[src/cwod_pkg.sv]
// Shared constants and types for the configuration word option decoder
package cwod_pkg;
    localparam int unsigned AW = 16;
    localparam int unsigned DW = 16;

    // Register addresses
    localparam logic [AW-1:0] ADDR_EXT_OSC = 16'h8007;
    localparam logic [AW-1:0] ADDR_SYS     = 16'h8008;
    localparam logic [AW-1:0] ADDR_WDT     = 16'h8009;
    localparam logic [AW-1:0] ADDR_PROG    = 16'h800A;
    localparam logic [AW-1:0] ADDR_CTRL    = 16'h8010;
    localparam logic [AW-1:0] ADDR_REMAP   = 16'h8011;
    localparam logic [AW-1:0] ADDR_WDT_RT  = 16'h8012;
    localparam logic [AW-1:0] ADDR_STATUS  = 16'h8013;

    // Erased values, which also serve as implemented-bit masks
    localparam logic [DW-1:0] EXT_ERASED  = 16'h0007;
    localparam logic [DW-1:0] SYS_ERASED  = 16'h3FE7;
    localparam logic [DW-1:0] WDT_ERASED  = 16'h3F7F;
    localparam logic [DW-1:0] PROG_ERASED = 16'h2000;

    // Oscillator, system and programming option word fields
    localparam int unsigned EXT_HI        = 2;
    localparam int unsigned SYS_DEBUG     = 13;
    localparam int unsigned SYS_STACK     = 12;
    localparam int unsigned SYS_ONEWAY    = 11;
    localparam int unsigned SYS_ZC_OFF    = 10;
    localparam int unsigned SYS_BOR_LEVEL = 9;
    localparam int unsigned SYS_DACAUTO   = 8;
    localparam int unsigned SYS_BOR_HI    = 7;
    localparam int unsigned SYS_BOR_LO    = 6;
    localparam int unsigned SYS_LPBOR     = 5;
    localparam int unsigned SYS_PWRT_HI   = 2;
    localparam int unsigned SYS_PWRT_LO   = 1;
    localparam int unsigned SYS_RST_PIN   = 0;
    localparam int unsigned PROG_LV_EN    = 13;

    // Watchdog option word fields
    localparam int unsigned WDT_CCS_HI    = 13;
    localparam int unsigned WDT_CCS_LO    = 11;
    localparam int unsigned WDT_CWS_HI    = 10;
    localparam int unsigned WDT_CWS_LO    = 8;
    localparam int unsigned WDT_MODE_HI   = 6;
    localparam int unsigned WDT_MODE_LO   = 5;
    localparam int unsigned WDT_CPS_HI    = 4;
    localparam int unsigned WDT_CPS_LO    = 0;

    // Runtime control register bits
    localparam int unsigned CTRL_ZC_SW    = 0;
    localparam int unsigned CTRL_ZC_MD    = 1;
    localparam int unsigned CTRL_DAC_RNG  = 2;
    localparam int unsigned CTRL_BOR_SW   = 3;
    localparam int unsigned CTRL_WDT_SW   = 4;
    localparam int unsigned CTRL_RELOAD   = 15;
    localparam int unsigned REMAP_LOCK    = 0;
    localparam int unsigned REMAP_ARMED   = 1;

    // Field encodings
    localparam logic [2:0] EXT_FAST_XTAL  = 3'h2;
    localparam logic [2:0] EXT_MID_XTAL   = 3'h1;
    localparam logic [2:0] EXT_SLOW_XTAL  = 3'h0;
    localparam logic [2:0] CCS_SECONDARY  = 3'h2;
    localparam logic [2:0] CCS_RSV_MAX    = 3'h6;
    localparam logic [2:0] CCS_SW         = 3'h7;
    localparam logic [2:0] CWS_SW_FREE    = 3'h7;
    localparam logic [2:0] CWS_OPEN_MIN   = 3'h6;
    localparam logic [4:0] CPS_SW         = 5'h1F;
    localparam logic [4:0] CPS_SW_DEFAULT = 5'h0B;
    localparam logic [1:0] PWRT_OFF       = 2'h3;
    localparam logic [1:0] PWRT_LONG      = 2'h2;
    localparam logic [1:0] PWRT_MID       = 2'h1;

    typedef enum logic [1:0] {
        CWOD_MODE_OFF    = 2'h0,
        CWOD_MODE_SW     = 2'h1,
        CWOD_MODE_AWAKE  = 2'h2,
        CWOD_MODE_ALWAYS = 2'h3
    } cwod_mode_t;

    // Timing
    localparam int unsigned CLK_HZ        = 10_000_000;
    localparam int unsigned PWRT_LONG_MS  = 64;
    localparam int unsigned PWRT_MID_MS   = 16;
    localparam int unsigned PWRT_SHORT_MS = 1;
    localparam int unsigned MS_PER_S      = 1000;
    localparam int unsigned PWRT_CNT_W    = 20;
endpackage : cwod_pkg

[src/cwod_mode_decode.sv]
// Two-bit enable mode decoder shared by brown-out and watchdog
`timescale 1ns/100ps
`default_nettype none
module cwod_mode_decode
    import cwod_pkg::*;
(
    input  wire logic [1:0] mode_in,
    input  wire logic       sw_enable_in,
    input  wire logic       sleep_in,
    output logic            enable_out
);
    always_comb begin
        case (cwod_mode_t'(mode_in))
            CWOD_MODE_ALWAYS: enable_out = 1'b1;
            CWOD_MODE_AWAKE:  enable_out = !sleep_in;
            CWOD_MODE_SW:     enable_out = sw_enable_in;
            default:          enable_out = 1'b0;
        endcase
    end
endmodule : cwod_mode_decode
`default_nettype wire

[src/cwod_delay_timer.sv]
// Power-up delay counter started by a one-cycle pulse
`timescale 1ns/100ps
`default_nettype none
module cwod_delay_timer
    import cwod_pkg::*;
(
    input  wire logic                  sys_clk_in,
    input  wire logic                  rst_n_in,
    input  wire logic                  start_in,
    input  wire logic                  bypass_in,
    input  wire logic [PWRT_CNT_W-1:0] length_in,
    output logic                       done_out
);
    typedef struct packed {
        logic [PWRT_CNT_W-1:0] cnt;
        logic                  running;
        logic                  done;
    } cwod_tmr_t;

    cwod_tmr_t s_reg;
    cwod_tmr_t s_next;

    always_comb begin
        s_next = s_reg;
        if (start_in) begin
            s_next.cnt     = '0;
            s_next.running = !bypass_in;
            s_next.done    = bypass_in;
        end else if (s_reg.running) begin
            if (s_reg.cnt >= length_in - 1'b1) begin
                s_next.running = 1'b0;
                s_next.done    = 1'b1;
            end else begin
                s_next.cnt = s_reg.cnt + 1'b1;
            end
        end
    end

    always_ff @(posedge sys_clk_in) begin
        if (!rst_n_in) begin
            s_reg <= '0;
        end else begin
            s_reg <= s_next;
        end
    end

    assign done_out = s_reg.done;
endmodule : cwod_delay_timer
`default_nettype wire

[src/cwod_config_word_option_decode.sv]
// Configuration word storage, sampling and option decode
//
// Our own choice: the strobed register port.
`timescale 1ns/100ps
`default_nettype none
module cwod_config_word_option_decode
    import cwod_pkg::*;
#(
    parameter logic [PWRT_CNT_W-1:0] PWRT_LONG_CYC  =
        PWRT_CNT_W'(PWRT_LONG_MS * (CLK_HZ / MS_PER_S)),
    parameter logic [PWRT_CNT_W-1:0] PWRT_MID_CYC   =
        PWRT_CNT_W'(PWRT_MID_MS * (CLK_HZ / MS_PER_S)),
    parameter logic [PWRT_CNT_W-1:0] PWRT_SHORT_CYC =
        PWRT_CNT_W'(PWRT_SHORT_MS * (CLK_HZ / MS_PER_S))
) (
    input  wire logic          sys_clk_in,
    input  wire logic          rst_n_in,
    input  wire logic [AW-1:0] addr_in,
    input  wire logic [DW-1:0] wdata_in,
    input  wire logic          wr_in,
    input  wire logic          rd_in,
    output logic      [DW-1:0] rdata_out,
    input  wire logic          sleep_in,
    input  wire logic          stack_overflow_in,
    input  wire logic          stack_underflow_in,
    input  wire logic          remap_unlock_in,
    output logic               high_speed_crystal_out,
    output logic               medium_crystal_out,
    output logic               low_power_crystal_out,
    output logic               debugger_en_out,
    output logic               stack_reset_out,
    output logic               remap_lock_flag_out,
    output logic               zero_cross_en_out,
    output logic               dac_range_auto_out,
    output logic               dac_range_sel_out,
    output logic               brownout_en_out,
    output logic               brownout_level_sel_out,
    output logic               low_power_brownout_en_out,
    output logic               powerup_done_out,
    output logic               master_clear_reset_fn_out,
    output logic               watchdog_en_out,
    output logic      [2:0]    watchdog_clock_sel_out,
    output logic               watchdog_clock_sw_out,
    output logic               watchdog_clock_reserved_out,
    output logic      [2:0]    watchdog_window_out,
    output logic               watchdog_window_open_out,
    output logic      [4:0]    watchdog_period_runtime_out,
    output logic               config_loaded_out
);
    typedef struct packed {
        logic [2:0]    ext_w;
        logic [DW-1:0] sys_w;
        logic [DW-1:0] wdt_w;
        logic          prog_lv;
        logic          zc_sw;
        logic          zc_md;
        logic          dac_rng;
        logic          bor_sw;
        logic          wdt_sw;
        logic [2:0]    cfg_ext;
        logic [DW-1:0] cfg_sys;
        logic [DW-1:0] cfg_wdt;
        logic          cfg_lv;
        logic          loaded;
        logic          start;
        logic          unlock_armed;
        logic          lock_flag;
        logic          lock_used;
        logic [4:0]    rt_period;
        logic [2:0]    rt_window;
        logic [DW-1:0] rdata;
        logic          stack_rst;
        logic          zc_en;
        logic          dac_sel;
        logic          bor_en;
        logic          wdt_en;
    } cwod_state_t;

    localparam cwod_state_t ST_RESET = '{
        ext_w:    EXT_ERASED[EXT_HI:0],
        sys_w:    SYS_ERASED,
        wdt_w:    WDT_ERASED,
        prog_lv:  PROG_ERASED[PROG_LV_EN],
        default:  '0
    };

    cwod_state_t s_reg;
    cwod_state_t s_next;

    logic                  bor_mode_en;
    logic                  wdt_mode_en;
    logic [1:0]            wdt_mode;
    logic [PWRT_CNT_W-1:0] pwrt_len;
    logic                  pwrt_bypass;
    logic [DW-1:0]         status_word;
    logic                  reload_req;

    assign wdt_mode = s_reg.cfg_wdt[WDT_MODE_HI:WDT_MODE_LO];
    assign reload_req = wr_in && addr_in == ADDR_CTRL && wdata_in[CTRL_RELOAD];

    cwod_mode_decode u_bor_mode (
        .mode_in      (s_reg.cfg_sys[SYS_BOR_HI:SYS_BOR_LO]),
        .sw_enable_in (s_reg.bor_sw),
        .sleep_in     (sleep_in),
        .enable_out   (bor_mode_en)
    );

    cwod_mode_decode u_wdt_mode (
        .mode_in      (wdt_mode),
        .sw_enable_in (s_reg.wdt_sw),
        .sleep_in     (sleep_in),
        .enable_out   (wdt_mode_en)
    );

    always_comb begin
        pwrt_bypass = 1'b0;
        case (s_reg.cfg_sys[SYS_PWRT_HI:SYS_PWRT_LO])
            PWRT_OFF: begin
                pwrt_len    = PWRT_SHORT_CYC;
                pwrt_bypass = 1'b1;
            end
            PWRT_LONG: pwrt_len = PWRT_LONG_CYC;
            PWRT_MID:  pwrt_len = PWRT_MID_CYC;
            default:   pwrt_len = PWRT_SHORT_CYC;
        endcase
    end

    cwod_delay_timer u_pwrt (
        .sys_clk_in (sys_clk_in),
        .rst_n_in   (rst_n_in),
        .start_in   (s_reg.start),
        .bypass_in  (pwrt_bypass),
        .length_in  (pwrt_len),
        .done_out   (powerup_done_out)
    );

    assign status_word = {8'h00, debugger_en_out, master_clear_reset_fn_out,
                          s_reg.zc_en, s_reg.wdt_en, s_reg.bor_en, s_reg.lock_flag,
                          powerup_done_out, s_reg.loaded};

    always_comb begin
        s_next       = s_reg;
        s_next.rdata = '0;
        s_next.start = 1'b0;

        // Capture the words once on reset exit or reload
        if (!s_reg.loaded) begin
            s_next.cfg_ext   = s_reg.ext_w;
            s_next.cfg_sys   = s_reg.sys_w;
            s_next.cfg_wdt   = s_reg.wdt_w;
            s_next.cfg_lv    = s_reg.prog_lv;
            s_next.loaded    = 1'b1;
            s_next.start     = 1'b1;
            s_next.lock_flag = 1'b0;
            s_next.lock_used = 1'b0;
            s_next.rt_window = s_reg.wdt_w[WDT_CWS_HI:WDT_CWS_LO];
            if (s_reg.wdt_w[WDT_CPS_HI:WDT_CPS_LO] == CPS_SW) begin
                s_next.rt_period = CPS_SW_DEFAULT;
            end else begin
                s_next.rt_period = s_reg.wdt_w[WDT_CPS_HI:WDT_CPS_LO];
            end
        end

        if (wr_in) begin
            case (addr_in)
                ADDR_EXT_OSC: s_next.ext_w = wdata_in[EXT_HI:0];
                ADDR_SYS:     s_next.sys_w = wdata_in & SYS_ERASED;
                ADDR_WDT:     s_next.wdt_w = wdata_in & WDT_ERASED;
                ADDR_PROG:    s_next.prog_lv = wdata_in[PROG_LV_EN];
                ADDR_CTRL: begin
                    s_next.zc_sw   = wdata_in[CTRL_ZC_SW];
                    s_next.zc_md   = wdata_in[CTRL_ZC_MD];
                    s_next.dac_rng = wdata_in[CTRL_DAC_RNG];
                    s_next.bor_sw  = wdata_in[CTRL_BOR_SW];
                    s_next.wdt_sw  = wdata_in[CTRL_WDT_SW];
                    if (wdata_in[CTRL_RELOAD]) begin
                        s_next.loaded = 1'b0;
                    end
                end
                ADDR_REMAP: begin
                    s_next.unlock_armed = 1'b0;
                    if (s_reg.unlock_armed) begin
                        if (s_reg.cfg_sys[SYS_ONEWAY]) begin
                            // One-way: a single set, cleared only by reset or reload
                            if (!s_reg.lock_used && wdata_in[REMAP_LOCK]) begin
                                s_next.lock_flag = 1'b1;
                                s_next.lock_used = 1'b1;
                            end
                        end else begin
                            s_next.lock_flag = wdata_in[REMAP_LOCK];
                        end
                    end
                end
                ADDR_WDT_RT: begin
                    if (s_reg.cfg_wdt[WDT_CPS_HI:WDT_CPS_LO] == CPS_SW) begin
                        s_next.rt_period = wdata_in[WDT_CPS_HI:WDT_CPS_LO];
                    end
                    if (s_reg.cfg_wdt[WDT_CWS_HI:WDT_CWS_LO] == CWS_SW_FREE) begin
                        s_next.rt_window = wdata_in[WDT_CWS_HI:WDT_CWS_LO];
                    end
                end
                default: ;
            endcase
        end

        // Arming wins over the disarm of a same-cycle write
        if (remap_unlock_in) begin
            s_next.unlock_armed = 1'b1;
        end

        if (rd_in) begin
            case (addr_in)
                ADDR_EXT_OSC: s_next.rdata = {13'h0000, s_reg.ext_w};
                ADDR_SYS:     s_next.rdata = s_reg.sys_w;
                ADDR_WDT:     s_next.rdata = s_reg.wdt_w;
                ADDR_PROG:    s_next.rdata = {2'h0, s_reg.prog_lv, 13'h0000};
                ADDR_CTRL:    s_next.rdata = {11'h000, s_reg.wdt_sw, s_reg.bor_sw,
                                              s_reg.dac_rng, s_reg.zc_md, s_reg.zc_sw};
                ADDR_REMAP:   s_next.rdata = {14'h0000, s_reg.unlock_armed,
                                              s_reg.lock_flag};
                ADDR_WDT_RT:  s_next.rdata = {5'h00, s_reg.rt_window, 3'h0,
                                              s_reg.rt_period};
                ADDR_STATUS:  s_next.rdata = status_word;
                default:      s_next.rdata = '0;
            endcase
        end

        // Live settings, all but dac_sel forced inactive until the words are sampled
        s_next.stack_rst = s_reg.loaded && s_reg.cfg_sys[SYS_STACK] &&
                           (stack_overflow_in || stack_underflow_in);
        if (!s_reg.cfg_sys[SYS_ZC_OFF]) begin
            s_next.zc_en = s_reg.loaded;
        end else begin
            s_next.zc_en = s_reg.loaded && s_reg.zc_sw && !s_reg.zc_md;
        end
        s_next.dac_sel = s_reg.cfg_sys[SYS_DACAUTO] && s_reg.dac_rng;
        s_next.bor_en  = s_reg.loaded && bor_mode_en;
        s_next.wdt_en  = s_reg.loaded && wdt_mode_en;
    end

    always_ff @(posedge sys_clk_in) begin
        if (!rst_n_in) begin
            s_reg <= ST_RESET;
        end else begin
            s_reg <= s_next;
        end
    end

    assign rdata_out                 = s_reg.rdata;
    assign config_loaded_out         = s_reg.loaded;
    assign high_speed_crystal_out    = s_reg.cfg_ext == EXT_FAST_XTAL;
    assign medium_crystal_out        = s_reg.cfg_ext == EXT_MID_XTAL;
    assign low_power_crystal_out     = s_reg.cfg_ext == EXT_SLOW_XTAL;
    assign debugger_en_out           = !s_reg.cfg_sys[SYS_DEBUG];
    assign stack_reset_out           = s_reg.stack_rst;
    assign remap_lock_flag_out       = s_reg.lock_flag;
    assign zero_cross_en_out         = s_reg.zc_en;
    assign dac_range_auto_out        = !s_reg.cfg_sys[SYS_DACAUTO];
    assign dac_range_sel_out         = s_reg.dac_sel;
    assign brownout_en_out           = s_reg.bor_en;
    assign brownout_level_sel_out    = s_reg.cfg_sys[SYS_BOR_LEVEL];
    assign low_power_brownout_en_out = !s_reg.cfg_sys[SYS_LPBOR];
    assign master_clear_reset_fn_out = s_reg.cfg_lv || s_reg.cfg_sys[SYS_RST_PIN];
    assign watchdog_en_out           = s_reg.wdt_en;
    assign watchdog_clock_sel_out    = (wdt_mode == CWOD_MODE_OFF) ? 3'h0 :
                                       s_reg.cfg_wdt[WDT_CCS_HI:WDT_CCS_LO];
    assign watchdog_clock_sw_out     = (wdt_mode != CWOD_MODE_OFF) &&
                                       (s_reg.cfg_wdt[WDT_CCS_HI:WDT_CCS_LO] == CCS_SW);
    assign watchdog_clock_reserved_out = (wdt_mode != CWOD_MODE_OFF) &&
                                       (s_reg.cfg_wdt[WDT_CCS_HI:WDT_CCS_LO] > CCS_SECONDARY) &&
                                       (s_reg.cfg_wdt[WDT_CCS_HI:WDT_CCS_LO] <= CCS_RSV_MAX);
    assign watchdog_window_out       = s_reg.rt_window;
    assign watchdog_window_open_out  = s_reg.rt_window >= CWS_OPEN_MIN;
    assign watchdog_period_runtime_out = s_reg.rt_period;
endmodule : cwod_config_word_option_decode
`default_nettype wire

[config.mk]
export PLATFORM = sky130hd
export DESIGN_NAME = cwod_config_word_option_decode
export DESIGN_NICKNAME = d
export VERILOG_FILES = /design/src/cwod_pkg.sv /design/src/cwod_mode_decode.sv /design/src/cwod_delay_timer.sv /design/src/cwod_config_word_option_decode.sv
export SDC_FILE = /design/constraint.sdc
export NUM_CORES = 1
export LEC_CHECK = 0
export ABC_AREA = 1
export BUFFER_PORTS_ARGS = -buffer_cell sky130_fd_sc_hd__buf_2
export CAP_MARGIN = 20
export CELL_PAD_IN_SITES_DETAIL_PLACEMENT = 0
export CELL_PAD_IN_SITES_GLOBAL_PLACEMENT = 2
export CORE_MARGIN = 2
export CORE_UTILIZATION = 35
export DETAILED_ROUTE_END_ITERATION = 12
export GPL_ROUTABILITY_DRIVEN = 0
export HOLD_SLACK_MARGIN = 0.06
export PLACE_DENSITY = 0.81
export SKIP_CTS_REPAIR_TIMING = 1
export SLEW_MARGIN = 20
export SYNTH_ARGS = -nofsm -noshare
export SYNTH_HDL_FRONTEND = slang
export SYNTH_SLANG_ARGS = --single-unit
export TNS_END_PERCENT = 5
[constraint.sdc]
create_clock -name sys_clk_in -period 4.1 [get_ports sys_clk_in]
set_clock_uncertainty 0.05 [all_clocks]
set_input_delay 0.615 -clock sys_clk_in [delete_from_list [all_inputs] [get_ports sys_clk_in]]
set_output_delay 0.615 -clock sys_clk_in [all_outputs]
set_load 0.01 [all_outputs]
=== After elaboration in Yosys (flattened, before gate mapping) ===
Index checks and enable logic that the tools add are counted.

* Bits in registers: 119
* Bits in latches: 0
* Bits in writable memories: 0
* Bits in read-only memories: 0
* Bits of input ports: 40
* Output and inout bits: 46
* Word-level logic and storage cells: 123
* Memories: 0

* Add/sub/neg operators: 2
* $mul: 0
* Div/mod/pow operators: 0
* $lt $le $gt $ge: 4
* Eq/ne operators: 23
* Shift operators: 0
* Mux-type cells: 26
* Bitwise operators: 2
* Reduce and logical (&&, ||, !) cells: 37

{| class="wikitable"
|+ Operators with widths
! operator !! number
|-
| equality test 16 bit, second input constant || 8
|-
| case mux 14 bit (8 select lines) || 1
|-
| case mux 20 bit (2 select lines) || 1
|-
| adder 20 x 1 -> 20 bit, second input constant || 1
|-
| >= comparator 20 bit || 1
|-
| subtractor 20 x 1 -> 20 bit, second input constant || 1
|-
| AND reduction 2 bit || 9
|-
| equality test 2 bit, second input constant || 6
|-
| logical AND 1 bit || 11
|-
| two-way mux 11 bit || 1
|-
| equality test 5 bit, second input constant || 2
|-
| two-way mux 10 bit || 1
|-
| two-way mux 2 bit || 5
|-
| two-way mux 5 bit || 2
|-
| nonzero test 2 bit || 5
|-
| two-way mux 1 bit || 9
|-
| two-way mux 3 bit || 3
|-
| two-way mux 8 bit || 1
|-
| logical NOT 1 bit || 7
|-
| equality test 2 x 1 -> 1 bit, second input constant || 3
|-
| equality test 3 bit, second input constant || 2
|-
| case mux 1 bit (3 select lines) || 2
|-
| equality test 3 x 1 -> 1 bit, second input constant || 1
|-
| equality test 3 x 2 -> 1 bit, second input constant || 1
|-
| other kinds (8) || 10
|}

=== Logic depth before layout (Yosys ltp) ===
Gate-level depths: netlist (run 1).

* Depth after elaboration: 9
* Gate-level depth with buffers: 14
* Gate-level depth less buffers: 13

=== Modules after synthesis ===
A second synthesis (run 1) with hierarchy kept.

* Cells, all modules: 949
* Area, all modules: 6730.2 µm²

{| class="wikitable"
|+ By module, submodules not included
! module !! times used !! cells an instance !! area an instance (µm²) !! sequential area each (µm²)
|-
| cwod_config_word_option_decode || 1 || 579 || 4325.4 || 1901.8
|-
| cwod_delay_timer || 1 || 362 || 2372.3 || 440.4
|-
| cwod_mode_decode || 2 || 4 || 16.3 || 0.0
|}

=== Least setup slack after synthesis (run 1) ===
OpenSTA, ideal clock, no wires.

* Path kind: flip-flop to flip-flop
* Start point: register s_reg[52] (netlist bit)
* End point: register u_pwrt.s_reg[17] (netlist bit)
* Setup time: 70 ps
* Arrival time: 1994 ps
* Data required time: 3980 ps
* Setup slack: 1986 ps
* Cell stages (with the launch flop): 12
* Path buffers: 1
* Period minus slack after synthesis: 2114 ps
* Cell sequence: dfxtp_1 -> inv_1 -> ha_1 -> ha_1 -> nand2_1 -> inv_1 -> nand2_1 -> a21oi_1 -> nor2_1 -> clkbuf_1 -> nand4_1 -> a21oi_1

* Longest elaborated chain between the ends: 6
* Elaborated cells on any way between the ends: 7
* Those cells by class: 1 x add/sub; 1 x order compare; 2 x eq/ne; 1 x mux; 1 x bitwise; 1 x reduce/logical

{| class="wikitable"
|+ Ends and longest elaborated chain
! item !! line !! source
|-
| start: declaration || cwod_config_word_option_decode.sv:87 || <nowiki>cwod_state_t s_reg;</nowiki>
|-
| start signal: assignment || cwod_config_word_option_decode.sv:245 || <nowiki>s_reg <= s_next;</nowiki>
|-
| equality test 2 x 1 -> 1 bit or equality test 2 bit (tied branches) || cwod_config_word_option_decode.sv:117 || <nowiki>case (s_reg.cfg_sys[SYS_PWRT_HI:SYS_PWRT_LO])</nowiki>
|-
| case mux 20 bit (2 select lines) * || cwod_config_word_option_decode.sv:117 ||
|-
| subtractor 20 x 1 -> 20 bit * || cwod_delay_timer.sv:30 || <nowiki>if (s_reg.cnt >= length_in - 1'b1) begin</nowiki>
|-
| >= comparator 20 bit * || cwod_delay_timer.sv:30 ||
|-
| inverter 1 bit (no source line) * || - ||
|-
| AND reduction 2 bit (no source line) * || - ||
|-
| end signal: assignment || cwod_delay_timer.sv:43 || <nowiki>s_reg <= s_next;</nowiki>
|-
| end: declaration || cwod_delay_timer.sv:20 || <nowiki>cwod_tmr_t s_reg;</nowiki>
|}

Every way passes the cells marked *; elsewhere a longest branch is shown, timed or not.
A chain may end at the register's enable or synchronous reset.

=== Final worst setup path (run 1) ===
* Start point: register s_reg[52] (netlist bit)
* End point: register u_pwrt.s_reg[3] (netlist bit)

The elaborated chain is that of the path after synthesis.

==> results of run 1 <==
final timing paths:
kind	end	cells past startpoint
setup reg to reg	u_pwrt.s_reg[3]	13
setup / recovery	u_pwrt.s_reg[3]	13
hold reg to reg	zero_cross_en_out	1
hold / removal	config_loaded_out	2
power by group:
group,switching [mW],leakage (nW),total (mW),internal [mW]
sequential,0.0255,0.956,1.19,1.17
combinational,0.130,2.06,0.194,0.0642
clock,0.548,0.275,1.45,0.905
total,0.703,3.29,2.84,2.14
cells in the mapped netlist (2+ instances only):
library cell  number  share of area, %
a21oi_1           51               4.3
a22o_1             4              0.58
a31oi_1            6              0.63
buf_1              3              0.19
buf_2              6              0.50
buf_4             24               3.0
buf_6              7               1.3
clkbuf_1          13              0.81
conb_1             2              0.13
dfxtp_1          117                39
ha_1              22               4.6
inv_1            100               6.3
nand2_1          190                12
nand2_2            7              0.73
nand3_1           37               3.1
nand3_2            3              0.50
nand3b_1           3              0.38
nand4_1           37               3.9
nand4_2            2              0.42
nor2_1            80               5.0
nor2_2             4              0.42
nor2_4             4              0.75
nor3_1            10              0.84
nor3_2             2              0.33
o211ai_1          28               3.5
o21ai_0           37               3.1
o21ai_1            2              0.17
o221ai_1           3              0.44
o22ai_1            7              0.73
xnor2_1            3              0.44
xor2_1             5              0.73
through the flow:
step	worst slack [ns]	instances	hold slack, ns
floorplan	1.99	830	0.362
global placement	1.21	1084	0.378
detailed placement	1.08	1084	0.383
CTS	1.06	1115	0.305
global route	0.766	1115	0.308
finish	1.05	1115	0.318
routing by layer:
layer  part of all wire, %  global-route usage, %
met5                     0                      0
met2                    45                   31.1
met3                   5.0                   3.64
met1                    48                   28.3
met4                   1.9                   7.37
area by class of cell:
| cell class | count | area (µm²) | share of cell area (%) |
|---|---|---|---|
| Multi-Input combinational cell | 558 | 2920 | 42.1 |
| Sequential cell | 117 | 2340 | 33.7 |
| Timing Repair Buffer | 87 | 448 | 6.45 |
| Clock buffer | 19 | 443 | 6.37 |
| Inverter | 102 | 384 | 5.53 |
| Tap cell | 220 | 275 | 3.96 |
| Clock inverter | 12 | 133 | 1.91 |
cell families after synthesis:
family | synth area share (%)
AO/OA/AOI/OAI | 13.9
XOR/XNOR | 1.17
adder cells (fa/ha/maj) | 4.59
buffers and inverters | 12.2
flip-flops | 39.1
other | 0.125
AND/OR/NAND/NOR | 28.9
==> impl_metrics.tcl, run 1 <==
set metrics [dict create \
    cts_buffers 17 \
    relSlewSlack_pct 36.4 \
    start_util_pct 36.0 \
    vias_per_cell 5.01 \
    nNetsFinal 945 \
    crit_fanout 22 \
    path_class "register to register" \
    cts_buffer_depth 2 \
    syn2layout_area_growth_pct 16.0 \
    drt-wirelength-per-cell_um 15.9 \
    report.final.slew_viol_count 0 \
    syn_inst 828 \
    syn_area_um2 5990 \
    firstDrtPassIters 5 \
    setup_violations 0 \
    die_w_um 135 \
    layout_commonest_cell "nand2_1" \
    crit_buf_inv 2 \
    grt.total_usage_pct 20.2 \
    wirelength_um 17700 \
    path_cells "inv_1 > ha_1 > ha_1 > nand2_1 > inv_1 > nand2_1 > nand2_1 > nand2_1 > nand3_1 > nand2_2 > nand3_2 > nand2_1 > a21oi_1" \
    ys_async_sr_fraction_pct 0 \
    core_um2 16600 \
    grt_overflow_total 0 \
    yosysSeqAreaShare_pct 39.1 \
    grt_pass1_wl_um 28300 \
    cellPowerDensity_nw_per_um2 409 \
    drv_cap 0 \
    reg2reg_from "s_reg[52]" \
    htree_levels 4 \
    regToRegSetupSlack_ns 1.05 \
    slowest_delay_ns 0.53 \
    die_area_um2 18200 \
    hp-class "input port to register" \
    fin_crit_sh_pct 74.5 \
    synth_flop_cell "dfxtp_1" \
    clock_sinks 117 \
    min_period_ns 3.05 \
    antenna_cells 0 \
    fin_setup_tns_ns 0 \
    worstMarginPinSlew_ns 0.953 \
    start_kind "register" \
    drcViolationCount 0 \
    final_cell_mix "nand2_1, dfxtp_1, inv_1, buf_2, nor2_1" \
    rsz0062_at_grt "false" \
    dp_hpwl_um 13000 \
    drive_above_1_share_pct 16.0 \
    vias 5591 \
    slowest_stage "nand3_2" \
    num-fill-cells 1744 \
    p_leak_nw 3.29 \
    crit_arrival_ns 3.28 \
    synth_cell_types 40 \
    cts_tree "built" \
    rows 47 \
    fmax_ghz 0.327 \
    ys_warn_count 0 \
    required_ns 4.32 \
    final_util_pct 41.7 \
    grt_max_degree 42 \
    ios 86 \
    cp-end-kind "register" \
    cts-root-buf "clkbuf_16" \
    synth-seq-cells 117 \
    ant_nets 0 \
    finalHoldViolCount 0 \
    first_iter_violations 463 \
    stdcell_area_um2 6950 \
    irDropWorstVdd_uv 308 \
    die_h_um 135 \
    avgSynthCellArea_um2 7.24 \
    clock_latency_ns 0.42 \
    grt_pass1_vias 5239 \
    path_clk_slew_ns 0.06 \
    synth-edff-count 0 \
    power_mw 2.84 \
    largest_reg_flops 65 \
    io_buffers 82 \
    dpl_cell_area_um2 6370 \
    status "finished clean" \
    cp_top_family "simple AND/OR/NAND/NOR gates" \
    antenna_found_initial 0 \
    crit_top_cell "nand2_1" \
    min-delay-start "wdata_in[15]" \
    startpoint "s_reg[52]" \
]
Note: power is estimated with default switching activity, not from simulation.
==> inputs of run 2 (changes only) <==
--- a/config.mk
+++ b/config.mk
@@ -11,11 +11,11 @@
 export CELL_PAD_IN_SITES_DETAIL_PLACEMENT = 0
 export CELL_PAD_IN_SITES_GLOBAL_PLACEMENT = 2
 export CORE_MARGIN = 2
-export CORE_UTILIZATION = 35
+export CORE_UTILIZATION = 32
 export DETAILED_ROUTE_END_ITERATION = 12
 export GPL_ROUTABILITY_DRIVEN = 0
 export HOLD_SLACK_MARGIN = 0.06
-export PLACE_DENSITY = 0.81
+export PLACE_DENSITY = 0.75
 export SKIP_CTS_REPAIR_TIMING = 1
 export SLEW_MARGIN = 20
 export SYNTH_ARGS = -nofsm -noshare
==> constraint.sdc (replaced) <==
create_clock -name sys_clk_in -period 3.15 [get_ports sys_clk_in]
set_clock_uncertainty 0.05 [all_clocks]
set_input_delay 0.4725 -clock sys_clk_in [delete_from_list [all_inputs] [get_ports sys_clk_in]]
set_output_delay 0.4725 -clock sys_clk_in [all_outputs]
set_load 0.01 [all_outputs]
==> run 2 against run 1 <==
Against the previous run:
- critical path depth is the same
- clock power grew 28%
- final cell count grew 1.7%
- register-to-register slack lost 0.27 ns
- total power grew 29%
- worst hold slack lost 0.13 ns
- non-clock buffer count grew 4
- via count shrank 0.29%
- sequential share of layout area shrank 0.27 points
- count of clock-buffer cells in the layout shrank 2
- routed wire length grew 0.84%
- highest routed layer unchanged
==> impl_metrics.tcl, run 2 (same netlist as run 1, synthesis figures left out) <==
set metrics [dict create \
    cts_buffer_depth 2 \
    drv_cap 0 \
    die_w_um 141 \
    path_class "register to register" \
    hold_ws_ns 0.186 \
    r2r-end "u_pwrt.s_reg[19]" \
    reg2regPathDepth 13 \
    grt_pass1_vias 5390 \
    min_path_cells 2 \
    clock_sinks 117 \
    fin_crit_sh_pct 75.3 \
    p_comb_share_pct 7.2 \
    dp_hpwl_um 13500 \
    grt.total_usage_pct 18.5 \
    p_leak_nw 3.32 \
    start_kind "register" \
    regToRegSetupSlack_ns 0.78 \
    syn2layout_area_growth_pct 16.9 \
    num-fill-cells 1984 \
    min-delay-start "wdata_in[15]" \
    crit_arrival_ns 2.65 \
    antenna_cells 0 \
    first_iter_violations 287 \
    fin_setup_tns_ns 0 \
    cts_tree "built" \
    grt_max_degree 27 \
    drive_above_1_share_pct 16.6 \
    core_um2 18500 \
    wirelength_um 17900 \
    die_area_um2 19800 \
    ios 86 \
    p_clk_share_pct 50.7 \
    fmax_ghz 0.422 \
    clock_latency_ns 0.41 \
    largest_reg_flops 65 \
    relSlewSlack_pct 36.0 \
    grt_overflow_total 0 \
    cts_buffers 17 \
    final_cell_mix "nand2_1, dfxtp_1, inv_1, buf_2, nor2_1" \
    io_buffers 82 \
    cellPowerDensity_nw_per_um2 525 \
    setup_violations 0 \
    worstMarginPinSlew_ns 0.957 \
    grt_pass1_wl_um 28600 \
    irDropWorstVdd_uv 410 \
    ant_nets 0 \
    drcViolationCount 0 \
    layout_commonest_cell "nand2_1" \
    p_switching_uw 965 \
    finalHoldViolCount 0 \
    min_to "config_loaded_out" \
    rsz0062_at_grt "false" \
    cp-end-kind "register" \
    vias_per_cell 4.92 \
    switching_share_pct 26.2 \
    report.final.slew_viol_count 0 \
    internal-power_mw 2.71 \
    required_ns 3.43 \
    p_seq_share_pct 42.1 \
    crit_fanout 16 \
    vias 5575 \
    firstDrtPassIters 5 \
    path_clk_slew_ns 0.06 \
    hp-class "input port to register" \
    status "finished clean" \
    antenna_found_initial 0 \
    nNetsFinal 949 \
    htree_levels 4 \
    die_h_um 141 \
    min_period_ns 2.37 \
    rows 50 \
    start_util_pct 32.4 \
    startpoint "s_reg[52]" \
    reg2reg_from "s_reg[52]" \
    drt-wirelength-per-cell_um 15.7 \
    cts-root-buf "clkbuf_16" \
]
==> run 2: cell types whose count changed in the layout (fill, tap and decap cells not counted) <==
cell | previous run | this run
clkinv_2 | 4 | 3
buf_12 | 0 | 1
clkbuf_1 | 1 | 0
inv_6 | 0 | 5
clkbuf_8 | 1 | 0
inv_8 | 0 | 1
buf_4 | 5 | 8
clkinvlp_4 | 3 | 2
bufinv_16 | 2 | 1
==> run 2: per-stage QoR <==
stage          utilization, %  std cells  setup slack, ns  instance area [µm²]  total power, mW
3_3_place_gp             34.7       1102            0.631                 6430             1.84
4_1_cts                  37.8       1134            0.759                 7000             3.72
3_5_place_dp             34.7       1102            0.611                 6430             1.85
6_report                 37.8       1134            0.779                 7000             3.68
2_1_floorplan               -        830             1.04                 6000             1.74
5_1_grt                  37.8       1134            0.556                 7000             3.82
==> run 2: power by group through the flow <==
stage | Combinational, mW | Sequential (mW) | Clock (mW)
after global placement | 0.263 | 1.58 | 0
after floorplan | 0.167 | 1.57 | 0
final | 0.266 | 1.55 | 1.86
after detailed placement | 0.268 | 1.58 | 0
after CTS | 0.269 | 1.55 | 1.91
after global routing | 0.298 | 1.55 | 1.97
==> run 2: how the worst max path moves through the flow <==
stage                                   to  slack (ns)  cells past startpoint
floorplan                 u_pwrt.s_reg[17]        1.04                     11
global placement    brownout_level_sel_out        0.63                      5
detailed placement               s_reg[57]        0.61                      5
CTS                       u_pwrt.s_reg[19]        0.76                     13
global route              u_pwrt.s_reg[20]        0.56                     13
finish                    u_pwrt.s_reg[19]        0.78                     13
==> run 2: area by class of cell <==
cell class | count | area [µm²] | share of cell area (%)
well taps | 234 | 293 | 4.18
multi-input cells | 558 | 2920 | 41.7
flip-flops and latches | 117 | 2340 | 33.4
clock inverters | 15 | 145 | 2.07
inverters | 102 | 384 | 5.49
repair buffers | 91 | 490 | 7.00
clock buffers | 17 | 425 | 6.07
==> run 2: layer usage <==
layer | track usage, % | wire, µm | up-vias
met5 | 0 | 0 | -
met4 | 5.79 | 370 | 0
met3 | 4.28 | 694 | 26
met2 | 32.1 | 8860 | 130
met1 | 22.8 | 7930 | 2584
li1 | - | - | 2835
==> run 2: worst max-delay path, cell delays in order (launching register included) <==
cell and delay (ns):
dfxtp_1 0.38, inv_1 0.09, ha_1 0.43, inv_1 0.08, ha_1 0.27, nand2_1 0.06, nor2_1 0.14, nand3_1 0.09
nand3_1 0.11, nand2_2 0.06, nand3_2 0.15, buf_12 0.17, nand2_1 0.06, a21oi_1 0.14
